### config.mk
export PLATFORM = sky130hd
export DESIGN_NAME = pwc_core
export DESIGN_NICKNAME = d
export VERILOG_FILES = /design/src/rtl/pwc_pkg.sv /design/src/rtl/pwc_retain_if.sv /design/src/rtl/pwc_core.sv /design/src/rtl/pwc_retain.sv
export SDC_FILE = /design/constraint.sdc
export NUM_CORES = 1
export LEC_CHECK = 0
export ABC_CLOCK_PERIOD_IN_PS = 6000
export BUFFER_PORTS_ARGS = -buffer_cell sky130_fd_sc_hd__buf_2
export CAP_MARGIN = 20
export CORE_MARGIN = 5
export CORE_UTILIZATION = 60
export CTS_CLUSTER_DIAMETER = 30
export DETAILED_ROUTE_END_ITERATION = 7
export GPL_TIMING_DRIVEN = 0
export PLACE_DENSITY = 0.93
export SLEW_MARGIN = 20
export SYNTH_ARGS = -nofsm -noshare
export SYNTH_HDL_FRONTEND = slang
export SYNTH_SLANG_ARGS = --single-unit
### constraint.sdc
create_clock -name clock_i -period 6 [get_ports clock_i]
set_input_delay 0.9 -clock clock_i [delete_from_list [all_inputs] [get_ports clock_i]]
set_output_delay 0.9 -clock clock_i [all_outputs]
set_load 0.05 [all_outputs]
### src/rtl/pwc_pkg.sv
package pwc_pkg;
    localparam int unsigned CLK_HZ             = 40_000_000;
    localparam int unsigned ANGLE_W            = 8;
    localparam int unsigned AGC_W              = 6;
    localparam int unsigned CMD_W              = 5;
    // On-time before compare, microseconds (cycles per microsecond: rounds down)
    localparam int unsigned T_ON_US            = 250;
    localparam int unsigned ON_CYC             = (T_ON_US * (CLK_HZ / 1_000_000));
    // Wake pulse, microseconds (cycles per microsecond: rounds down)
    localparam int unsigned T_WAKE_US          = 10;
    localparam int unsigned WAKE_CYC           = (T_WAKE_US * (CLK_HZ / 1_000_000));
    localparam int unsigned CNT_W              = 14;
    localparam logic [4:0]  CMD_TRIM_RELOAD    = 5'h13;
    localparam logic [4:0]  CMD_CAPTURE_REF    = 5'h03;
    localparam logic [4:0]  CMD_CUST_WRITE     = 5'h1F;
    localparam logic [5:0]  AGC_STRONG         = 6'h00;
    localparam logic [5:0]  AGC_WEAK           = 6'h3F;
    localparam logic [7:0]  REF_RESET          = 8'h00;
    localparam logic [7:0]  THRESH_RESET       = 8'h00;

    typedef enum logic [1:0] {
        PWC_WAIT_ON,
        PWC_COMPARE,
        PWC_WAKE,
        PWC_IDLE
    } pwc_state_t;
endpackage : pwc_pkg

### src/rtl/pwc_retain_if.sv
`timescale 1ns/1ps
`default_nettype none
// Signals between the core and the retained register bank
interface pwc_retain_if;
    logic       wr_ref;
    logic       wr_thresh;
    logic       wr_valid;
    logic [7:0] wdata;
    logic [7:0] ref_angle;
    logic [7:0] thresh;
    logic       ref_valid;
    modport core   (output wr_ref, output wr_thresh, output wr_valid, output wdata,
                    input ref_angle, input thresh, input ref_valid);
    modport retain (input wr_ref, input wr_thresh, input wr_valid, input wdata,
                    output ref_angle, output thresh, output ref_valid);
endinterface : pwc_retain_if
`default_nettype wire

### src/rtl/pwc_core.sv
// Notes on behaviour
// - Capture command stores current angle as reference
// - Reference and settings kept on low-power rail
// - Compare angle with reference after 250 us
// - Wake when difference exceeds programmed threshold
// - On-time counted from power-on reset release
// - Gain code zero means field too strong
// - Gain code 63 means field too weak
// - Wake pulls low about 10 us, then releases
// - Retained copy only with wake-enable fuse set
`timescale 1ns/1ps
`default_nettype none
module pwc_core (
    input  wire logic       clock_i,
    input  wire logic       resetn_i,
    input  wire logic       keep_resetn_i,
    input  wire logic [7:0] angle_i,
    input  wire logic       angle_locked_i,
    input  wire logic [5:0] agc_i,
    input  wire logic       wake_fuse_i,
    input  wire logic       cmd_valid_i,
    input  wire logic [4:0] cmd_i,
    input  wire logic [7:0] cmd_data_i,
    output logic            trim_reload_o,
    output logic            field_strong_o,
    output logic            field_weak_o,
    output logic            compare_done_o,
    output logic [7:0]      angle_diff_o,
    output logic            wake_o,
    output logic            wake_oe_o
);
    pwc_retain_if rif ();

    pwc_retain u_retain (
        .clock_i       (clock_i),
        .keep_resetn_i (keep_resetn_i),
        .bus           (rif.retain)
    );

    // Shortest distance on the circle
    function automatic logic [7:0] circ_dist(input logic [7:0] a, input logic [7:0] b);
        logic [7:0] d;
        d = a - b;
        circ_dist = d[7] ? (8'h00 - d) : d;
    endfunction

    // Command decode; retained writes only with fuse set
    logic is_cap;
    logic is_cust;
    assign is_cap  = cmd_valid_i && (cmd_i == pwc_pkg::CMD_CAPTURE_REF);
    assign is_cust = cmd_valid_i && (cmd_i == pwc_pkg::CMD_CUST_WRITE);
    assign rif.wr_ref    = is_cap && wake_fuse_i;
    assign rif.wr_valid  = is_cap && wake_fuse_i;
    assign rif.wr_thresh = is_cust && wake_fuse_i;
    assign rif.wdata     = is_cap ? angle_i : cmd_data_i;

    always_ff @(posedge clock_i or negedge resetn_i) begin
        if (!resetn_i) begin
            trim_reload_o <= 1'b0;
        end else begin
            trim_reload_o <= cmd_valid_i && (cmd_i == pwc_pkg::CMD_TRIM_RELOAD);
        end
    end

    always_ff @(posedge clock_i or negedge resetn_i) begin
        if (!resetn_i) begin
            field_strong_o <= 1'b0;
            field_weak_o   <= 1'b0;
        end else begin
            field_strong_o <= (agc_i == pwc_pkg::AGC_STRONG);
            field_weak_o   <= (agc_i == pwc_pkg::AGC_WEAK);
        end
    end

    pwc_pkg::pwc_state_t state;
    pwc_pkg::pwc_state_t next_state;
    logic [13:0] cnt;
    logic [7:0]  diff;
    logic        exceed;
    assign diff   = circ_dist(angle_i, rif.ref_angle);
    assign exceed = !rif.ref_valid || (diff > rif.thresh);

    always_comb begin
        next_state = state;
        case (state)
            pwc_pkg::PWC_WAIT_ON: begin
                if (cnt == 14'(pwc_pkg::ON_CYC - 1)) begin
                    next_state = pwc_pkg::PWC_COMPARE;
                end
            end
            pwc_pkg::PWC_COMPARE: begin
                next_state = exceed ? pwc_pkg::PWC_WAKE : pwc_pkg::PWC_IDLE;
            end
            pwc_pkg::PWC_WAKE: begin
                if (cnt == 14'(pwc_pkg::WAKE_CYC - 1)) begin
                    next_state = pwc_pkg::PWC_IDLE;
                end
            end
            pwc_pkg::PWC_IDLE: next_state = pwc_pkg::PWC_IDLE;
            default: next_state = pwc_pkg::PWC_IDLE;
        endcase
    end

    // Power-on reset release starts the on-time count
    always_ff @(posedge clock_i or negedge resetn_i) begin
        if (!resetn_i) begin
            state <= pwc_pkg::PWC_WAIT_ON;
        end else begin
            state <= next_state;
        end
    end

    always_ff @(posedge clock_i or negedge resetn_i) begin
        if (!resetn_i) begin
            cnt <= 14'h0000;
        end else if (next_state != state) begin
            cnt <= 14'h0000;
        end else if (state == pwc_pkg::PWC_WAIT_ON || state == pwc_pkg::PWC_WAKE) begin
            cnt <= cnt + 14'h0001;
        end
    end

    always_ff @(posedge clock_i or negedge resetn_i) begin
        if (!resetn_i) begin
            compare_done_o <= 1'b0;
            angle_diff_o   <= 8'h00;
        end else if (state == pwc_pkg::PWC_COMPARE) begin
            compare_done_o <= 1'b1;
            angle_diff_o   <= diff;
        end
    end

    // Open drain: only ever pulls low
    assign wake_o    = 1'b0;
    assign wake_oe_o = (state == pwc_pkg::PWC_WAKE);

    // Pulse length kept in a counter: too long for a plain delay
    logic [8:0] wake_run;
    always_ff @(posedge clock_i or negedge resetn_i) begin
        if (!resetn_i) begin
            wake_run <= 9'h000;
        end else if (wake_oe_o) begin
            wake_run <= wake_run + 9'h001;
        end else begin
            wake_run <= 9'h000;
        end
    end

    property p_wait_on;
        @(posedge clock_i) disable iff (!resetn_i)
        $rose(state == pwc_pkg::PWC_COMPARE) |-> $past(cnt) == 14'(pwc_pkg::ON_CYC - 1);
    endproperty
    a_wait_on: assert property (p_wait_on) else $error("compare before on-time");

    property p_wake_len;
        @(posedge clock_i) disable iff (!resetn_i)
        $fell(wake_oe_o) |-> wake_run == 9'(pwc_pkg::WAKE_CYC);
    endproperty
    a_wake_len: assert property (p_wake_len) else $error("wake pulse length wrong");

    property p_wake_max;
        @(posedge clock_i) disable iff (!resetn_i)
        wake_oe_o |-> wake_run < 9'(pwc_pkg::WAKE_CYC);
    endproperty
    a_wake_max: assert property (p_wake_max) else $error("wake pulse too long");

    property p_wake_cause;
        @(posedge clock_i) disable iff (!resetn_i)
        (state == pwc_pkg::PWC_COMPARE) |=> (wake_oe_o == $past(exceed));
    endproperty
    a_wake_cause: assert property (p_wake_cause) else $error("wake not tied to compare");

    property p_no_wake_early;
        @(posedge clock_i) disable iff (!resetn_i)
        (state == pwc_pkg::PWC_WAIT_ON) |-> !wake_oe_o;
    endproperty
    a_no_wake_early: assert property (p_no_wake_early) else $error("wake during on-time");

    property p_fuse_gate;
        @(posedge clock_i) disable iff (!resetn_i || !keep_resetn_i)
        (is_cap && !wake_fuse_i) |=> $stable(rif.ref_angle) && $stable(rif.ref_valid);
    endproperty
    a_fuse_gate: assert property (p_fuse_gate) else $error("copy without fuse");

    property p_capture;
        @(posedge clock_i) disable iff (!resetn_i || !keep_resetn_i)
        (is_cap && wake_fuse_i) |=> (rif.ref_angle == $past(angle_i)) && rif.ref_valid;
    endproperty
    a_capture: assert property (p_capture) else $error("reference not captured");

    property p_dist;
        @(posedge clock_i) disable iff (!resetn_i)
        diff <= 8'h80;
    endproperty
    a_dist: assert property (p_dist) else $error("distance not shortest");

    property p_agc;
        @(posedge clock_i) disable iff (!resetn_i)
        (agc_i == pwc_pkg::AGC_WEAK) |=> field_weak_o && !field_strong_o;
    endproperty
    a_agc: assert property (p_agc) else $error("weak field flag wrong");

    property p_trim;
        @(posedge clock_i) disable iff (!resetn_i)
        (cmd_valid_i && cmd_i == pwc_pkg::CMD_TRIM_RELOAD) |=> trim_reload_o;
    endproperty
    a_trim: assert property (p_trim) else $error("trim reload pulse missing");

    property p_one_compare;
        @(posedge clock_i) disable iff (!resetn_i)
        compare_done_o |-> (state != pwc_pkg::PWC_COMPARE);
    endproperty
    a_one_compare: assert property (p_one_compare) else $error("second compare");

    property p_thresh;
        @(posedge clock_i) disable iff (!resetn_i || !keep_resetn_i)
        (is_cust && wake_fuse_i) |=> (rif.thresh == $past(cmd_data_i));
    endproperty
    a_thresh: assert property (p_thresh) else $error("threshold not written");

    c_wake:   cover property (@(posedge clock_i) $rose(wake_oe_o));
    c_quiet:  cover property (@(posedge clock_i) state == pwc_pkg::PWC_COMPARE && !exceed);
    c_cap:    cover property (@(posedge clock_i) rif.wr_ref);
    c_thresh: cover property (@(posedge clock_i) rif.wr_thresh);
endmodule : pwc_core
`default_nettype wire

### src/rtl/pwc_retain.sv
`timescale 1ns/1ps
`default_nettype none
// Bank kept alive by the low-power rail; its reset is the rail's own
module pwc_retain (
    input  wire logic   clock_i,
    input  wire logic   keep_resetn_i,
    pwc_retain_if.retain bus
);
    always_ff @(posedge clock_i or negedge keep_resetn_i) begin
        if (!keep_resetn_i) begin
            bus.ref_angle <= pwc_pkg::REF_RESET;
        end else if (bus.wr_ref) begin
            bus.ref_angle <= bus.wdata;
        end
    end

    always_ff @(posedge clock_i or negedge keep_resetn_i) begin
        if (!keep_resetn_i) begin
            bus.thresh <= pwc_pkg::THRESH_RESET;
        end else if (bus.wr_thresh) begin
            bus.thresh <= bus.wdata;
        end
    end

    always_ff @(posedge clock_i or negedge keep_resetn_i) begin
        if (!keep_resetn_i) begin
            bus.ref_valid <= 1'b0;
        end else if (bus.wr_valid) begin
            bus.ref_valid <= 1'b1;
        end
    end
endmodule : pwc_retain
`default_nettype wire

==> summary.txt <==
Synthesis
  – Synth Net Count: 337
  – Post-synth top area share: 0.4253
  – Predominant post-synthesis flop cell: dfrtp_1
  – Async SR Flop Fraction: 1.000
  – FF+latch count, synth: 45
  – Synth area leaders: dfrtp_1 (43%), ha_1 (8.0%), o21ai_0 (4.3%)
  – Cells after synthesis: roughly 290
  – Post-synth top area cell: dfrtp_1
  – Post-synth EDFFs: 0
  – Warning count from the yosys run: 0
  – Post-synth design cell area: between 2000 and 3000 um2
  – Synth cell types: 50
  – Sequential area share after synthesis: 0.4253
  – Mean post-synth cell area: 9.257 um2

Routing
  – WL final: 5.787 mm
  – Drt pass-1 iters: 4
  – Number of DRC markers in iteration 0: 72
  – Routed len/inst: around 15 um
  – Drt drc: 0
  – Final ANT Viol Nets: 0
  – Vias per cell: between 5 and 6
  – Vias: 2238

Place
  – IO Port Bufs: 44
  – Post-DP HPWL: approximately 4.4 mm
  – Pre-CTS setup slack: 2030 ps
  – Cells after DPL: 382
  – Gpl congestion: 0.8885
  – Placed Instance Area: 2933 um2

Timing
  – Final Slew Violations: 0
  – Post-route worst setup slack: 2228 ps
  – Final hold violations: 0
  – Relative slew slack: 0.5812
  – Final setup viols: 0
  – Final setup TNS: 0 ps
  – Tcrit/Tclk final: 0.6286
  – RSZ-0062 raised after global routing: no
  – F_max: ~270 MHz
  – Clock skew: 9.128 ps
  – Final min period: approximately 3800 ps
  – Actual slew at the worst max-slew pin: about 620 ps

Finish
  – FILL cells: roughly 340
  – Syn-to-layout area delta: 16.21%
  – Final non-filler cell total: 390
  – Diodes inserted: 0
  – Final nets: 388
  – Fin area: 3077 um2
  – Share of cells above drive strength 1: 0.2071

Clocking
  – Clk slew on worst S/H paths: 80 ps
  – Clock sinks: 45
  – Setup bufs post-CTS: 0
  – Skew-Pair Late Insertion Delay: 310 ps
  – PostCTS Resize Cnt: 0
  – Maximum clock insertion buffer count: 2
  – Clock root buffer: clkbuf_8
  – # hold bufs at CTS: 0
  – TritonCTS Buffers: 5
  – Htree depth: 2
  – CTS tree: yes

Global routing
  – First-pass GRT wire length: ~10 mm
  – GRT Overall Usage: 0.2054
  – Initial antenna violation count: 0
  – Largest net degree at the start of global routing: 29
  – Gr ovfl total: 0
  – Vias in the first global route: between 2000 and 2500

Floorplan
  – I/O pin cnt: 47
  – Die ar.: 5841 um2
  – Die Span X: roughly 76 um
  – Core box area: 4324 um2
  – Die Ht: 76.43 um
  – Initial core utilization: 0.6123
  – Row cnt: 24

Flow run
  – Max cap viols: 0

Worst setup path
  – Critical path endpoint category: flop
  – CP max FO: 5
  – CP arrival: 4010 ps
  – WP buf/inv: 2
  – Cell at the slowest stage of the critical path: fa_1
  – CP startpoint kind: input pin
  – Critical path class: input pin to flop
  – Crit-path leading delay family: compound AO/OA/AOI/OAI gates
  – Req. time, crit path: 6240 ps
  – CP dominant cell by count: o21ai_0
  – Max stage delay on crit path: 400 ps
  – Crit path cell chain: buf_2 -> inv_1 -> ha_1 -> fa_1 -> and2b_1 -> o21ai_0 -> xnor2_1 -> nor3b_1 -> o21ai_0 -> nand2_1 -> ha_1 -> a21oi_1 -> nor2b_1 -> o21ai_0 -> nand2b_1 -> o22ai_1 -> a31o_2

Outcome
  – Outcome: finished, final reports clean

Worst hold path
  – Hold Crit Class: flop to flop

Pwr
  – Power per standard cell area: between 200 and 300 nW/um2
  – Maximum vdd drop: 170.3 uV
  – Leak: 1.499 nW
[per-layer routing]
layer  part of all wire  GRT usage  vias up
li1                   -          -     1089
met1               0.39     0.2383     1066
met2               0.53     0.3613       60
met3              0.041    0.04019       23
met4              0.039    0.09441        0
met5                  0          0        -
[cell usage in the layout (no fill, tap or decap), types with 5 or more instances in the layout]
cell,netlist,final
xnor2_1,13,13
or3_1,5,5
buf_2,1,45
inv_1,23,23
nand3_1,10,10
nor3_1,5,5
nor2b_1,5,5
o21ai_0,23,23
dfrtp_1,45,45
a21oi_1,7,7
clkbuf_8,1,6
ha_1,17,17
xor2_1,9,9
nand2_1,23,23
mux2_2,7,7
nand4_1,10,10
nor2_1,30,30
[Yosys cell counts, types with 2 or more instances]
cell and count:
or3_1 5, nand3b_1 4, nand3_1 10, nor4b_1 2, ha_1 17, nand2b_1 3
or4_1 2, nor2_1 30, xnor2_1 13, a31oi_1 4, dfrtp_1 45, or2_1 3
buf_4 2, nor2b_1 5, a21oi_1 7, clkbuf_1 4, inv_1 23, o21ai_0 23
nor4_1 3, nand4_1 10, nor3_1 5, mux2_2 7, o211a_1 2, nand2_1 23
xor2_1 9
[flip-flops by register name, indices dropped and copies added (netlist names), 2 cells and up]
| name | flops |
|---|---|
| cnt | 14 |
| angle_diff_o | 8 |
| u_retain.bus.ref_angle | 8 |
| u_retain.bus.thresh | 8 |
| state | 2 |
[layout make-up]
type	instances	area [um2]	area share
Tap cell	52	65.06	0.02115
Clock buffer	5	68.82	0.02237
Timing Repair Buffer	44	220.2	0.07157
Clock inverter	3	68.82	0.02237
Buffer	9	60.06	0.01952
Sequential cell	45	1126	0.3660
Multi-Input combinational cell	209	1381	0.4490
Inverter	23	86.33	0.02806
[logic make-up (layout without fill, tap and decap cells)]
logic type,after synthesis,after routing,synth area share
compound gates,48,48,0.1096
xor+xnor,22,22,0.07278
fa+ha+maj,18,18,0.08790
buf+inv,32,84,0.05529
flops,45,45,0.4253
mux,8,8,0.03356
other cells,1,1,0.001416
simple gates,112,112,0.2141
[report_power, final]
group | internal [W] | switching [W] | leakage (nW)
logic | 0.000109 | 0.000143 | 0.885
registers | 0.000322 | 0.00000823 | 0.545
clock network | 0.000168 | 0.000109 | 0.0687
[through the flow]
stage	power (W)	util	hold slack [ps]
after floorplan	0.0005184	-	435.3
after global placement	0.0005656	0.6782	447.8
after detailed placement	0.0005835	0.6782	449.6
after CTS	0.0008627	0.7101	470.7
after global routing	0.0009168	0.7115	477.3
final	0.0008585	0.7115	467.4
[path summary, 6_finish.rpt]
check	slack (ps)	startpoint	cells after the start	endpoint
worst min-delay path	470	compare_done_o$_DFFE_PN0P_	1	compare_done_o$_DFFE_PN0P_
worst max register to register	2550	u_retain.bus.ref_angle[0]$_DFFE_PN0P_	15	state[0]$_DFF_PN0_
min in group asynchronous	510	keep_resetn_i	1	u_retain.bus.thresh[5]$_DFFE_PN0P_
worst min register to register	470	compare_done_o$_DFFE_PN0P_	1	compare_done_o$_DFFE_PN0P_
worst max-delay path	2230	angle_i[0]	17	state[0]$_DFF_PN0_
max in group asynchronous	5000	resetn_i	1	cnt[2]$_DFFE_PN0P_
(Power assumes the default switching activity.)
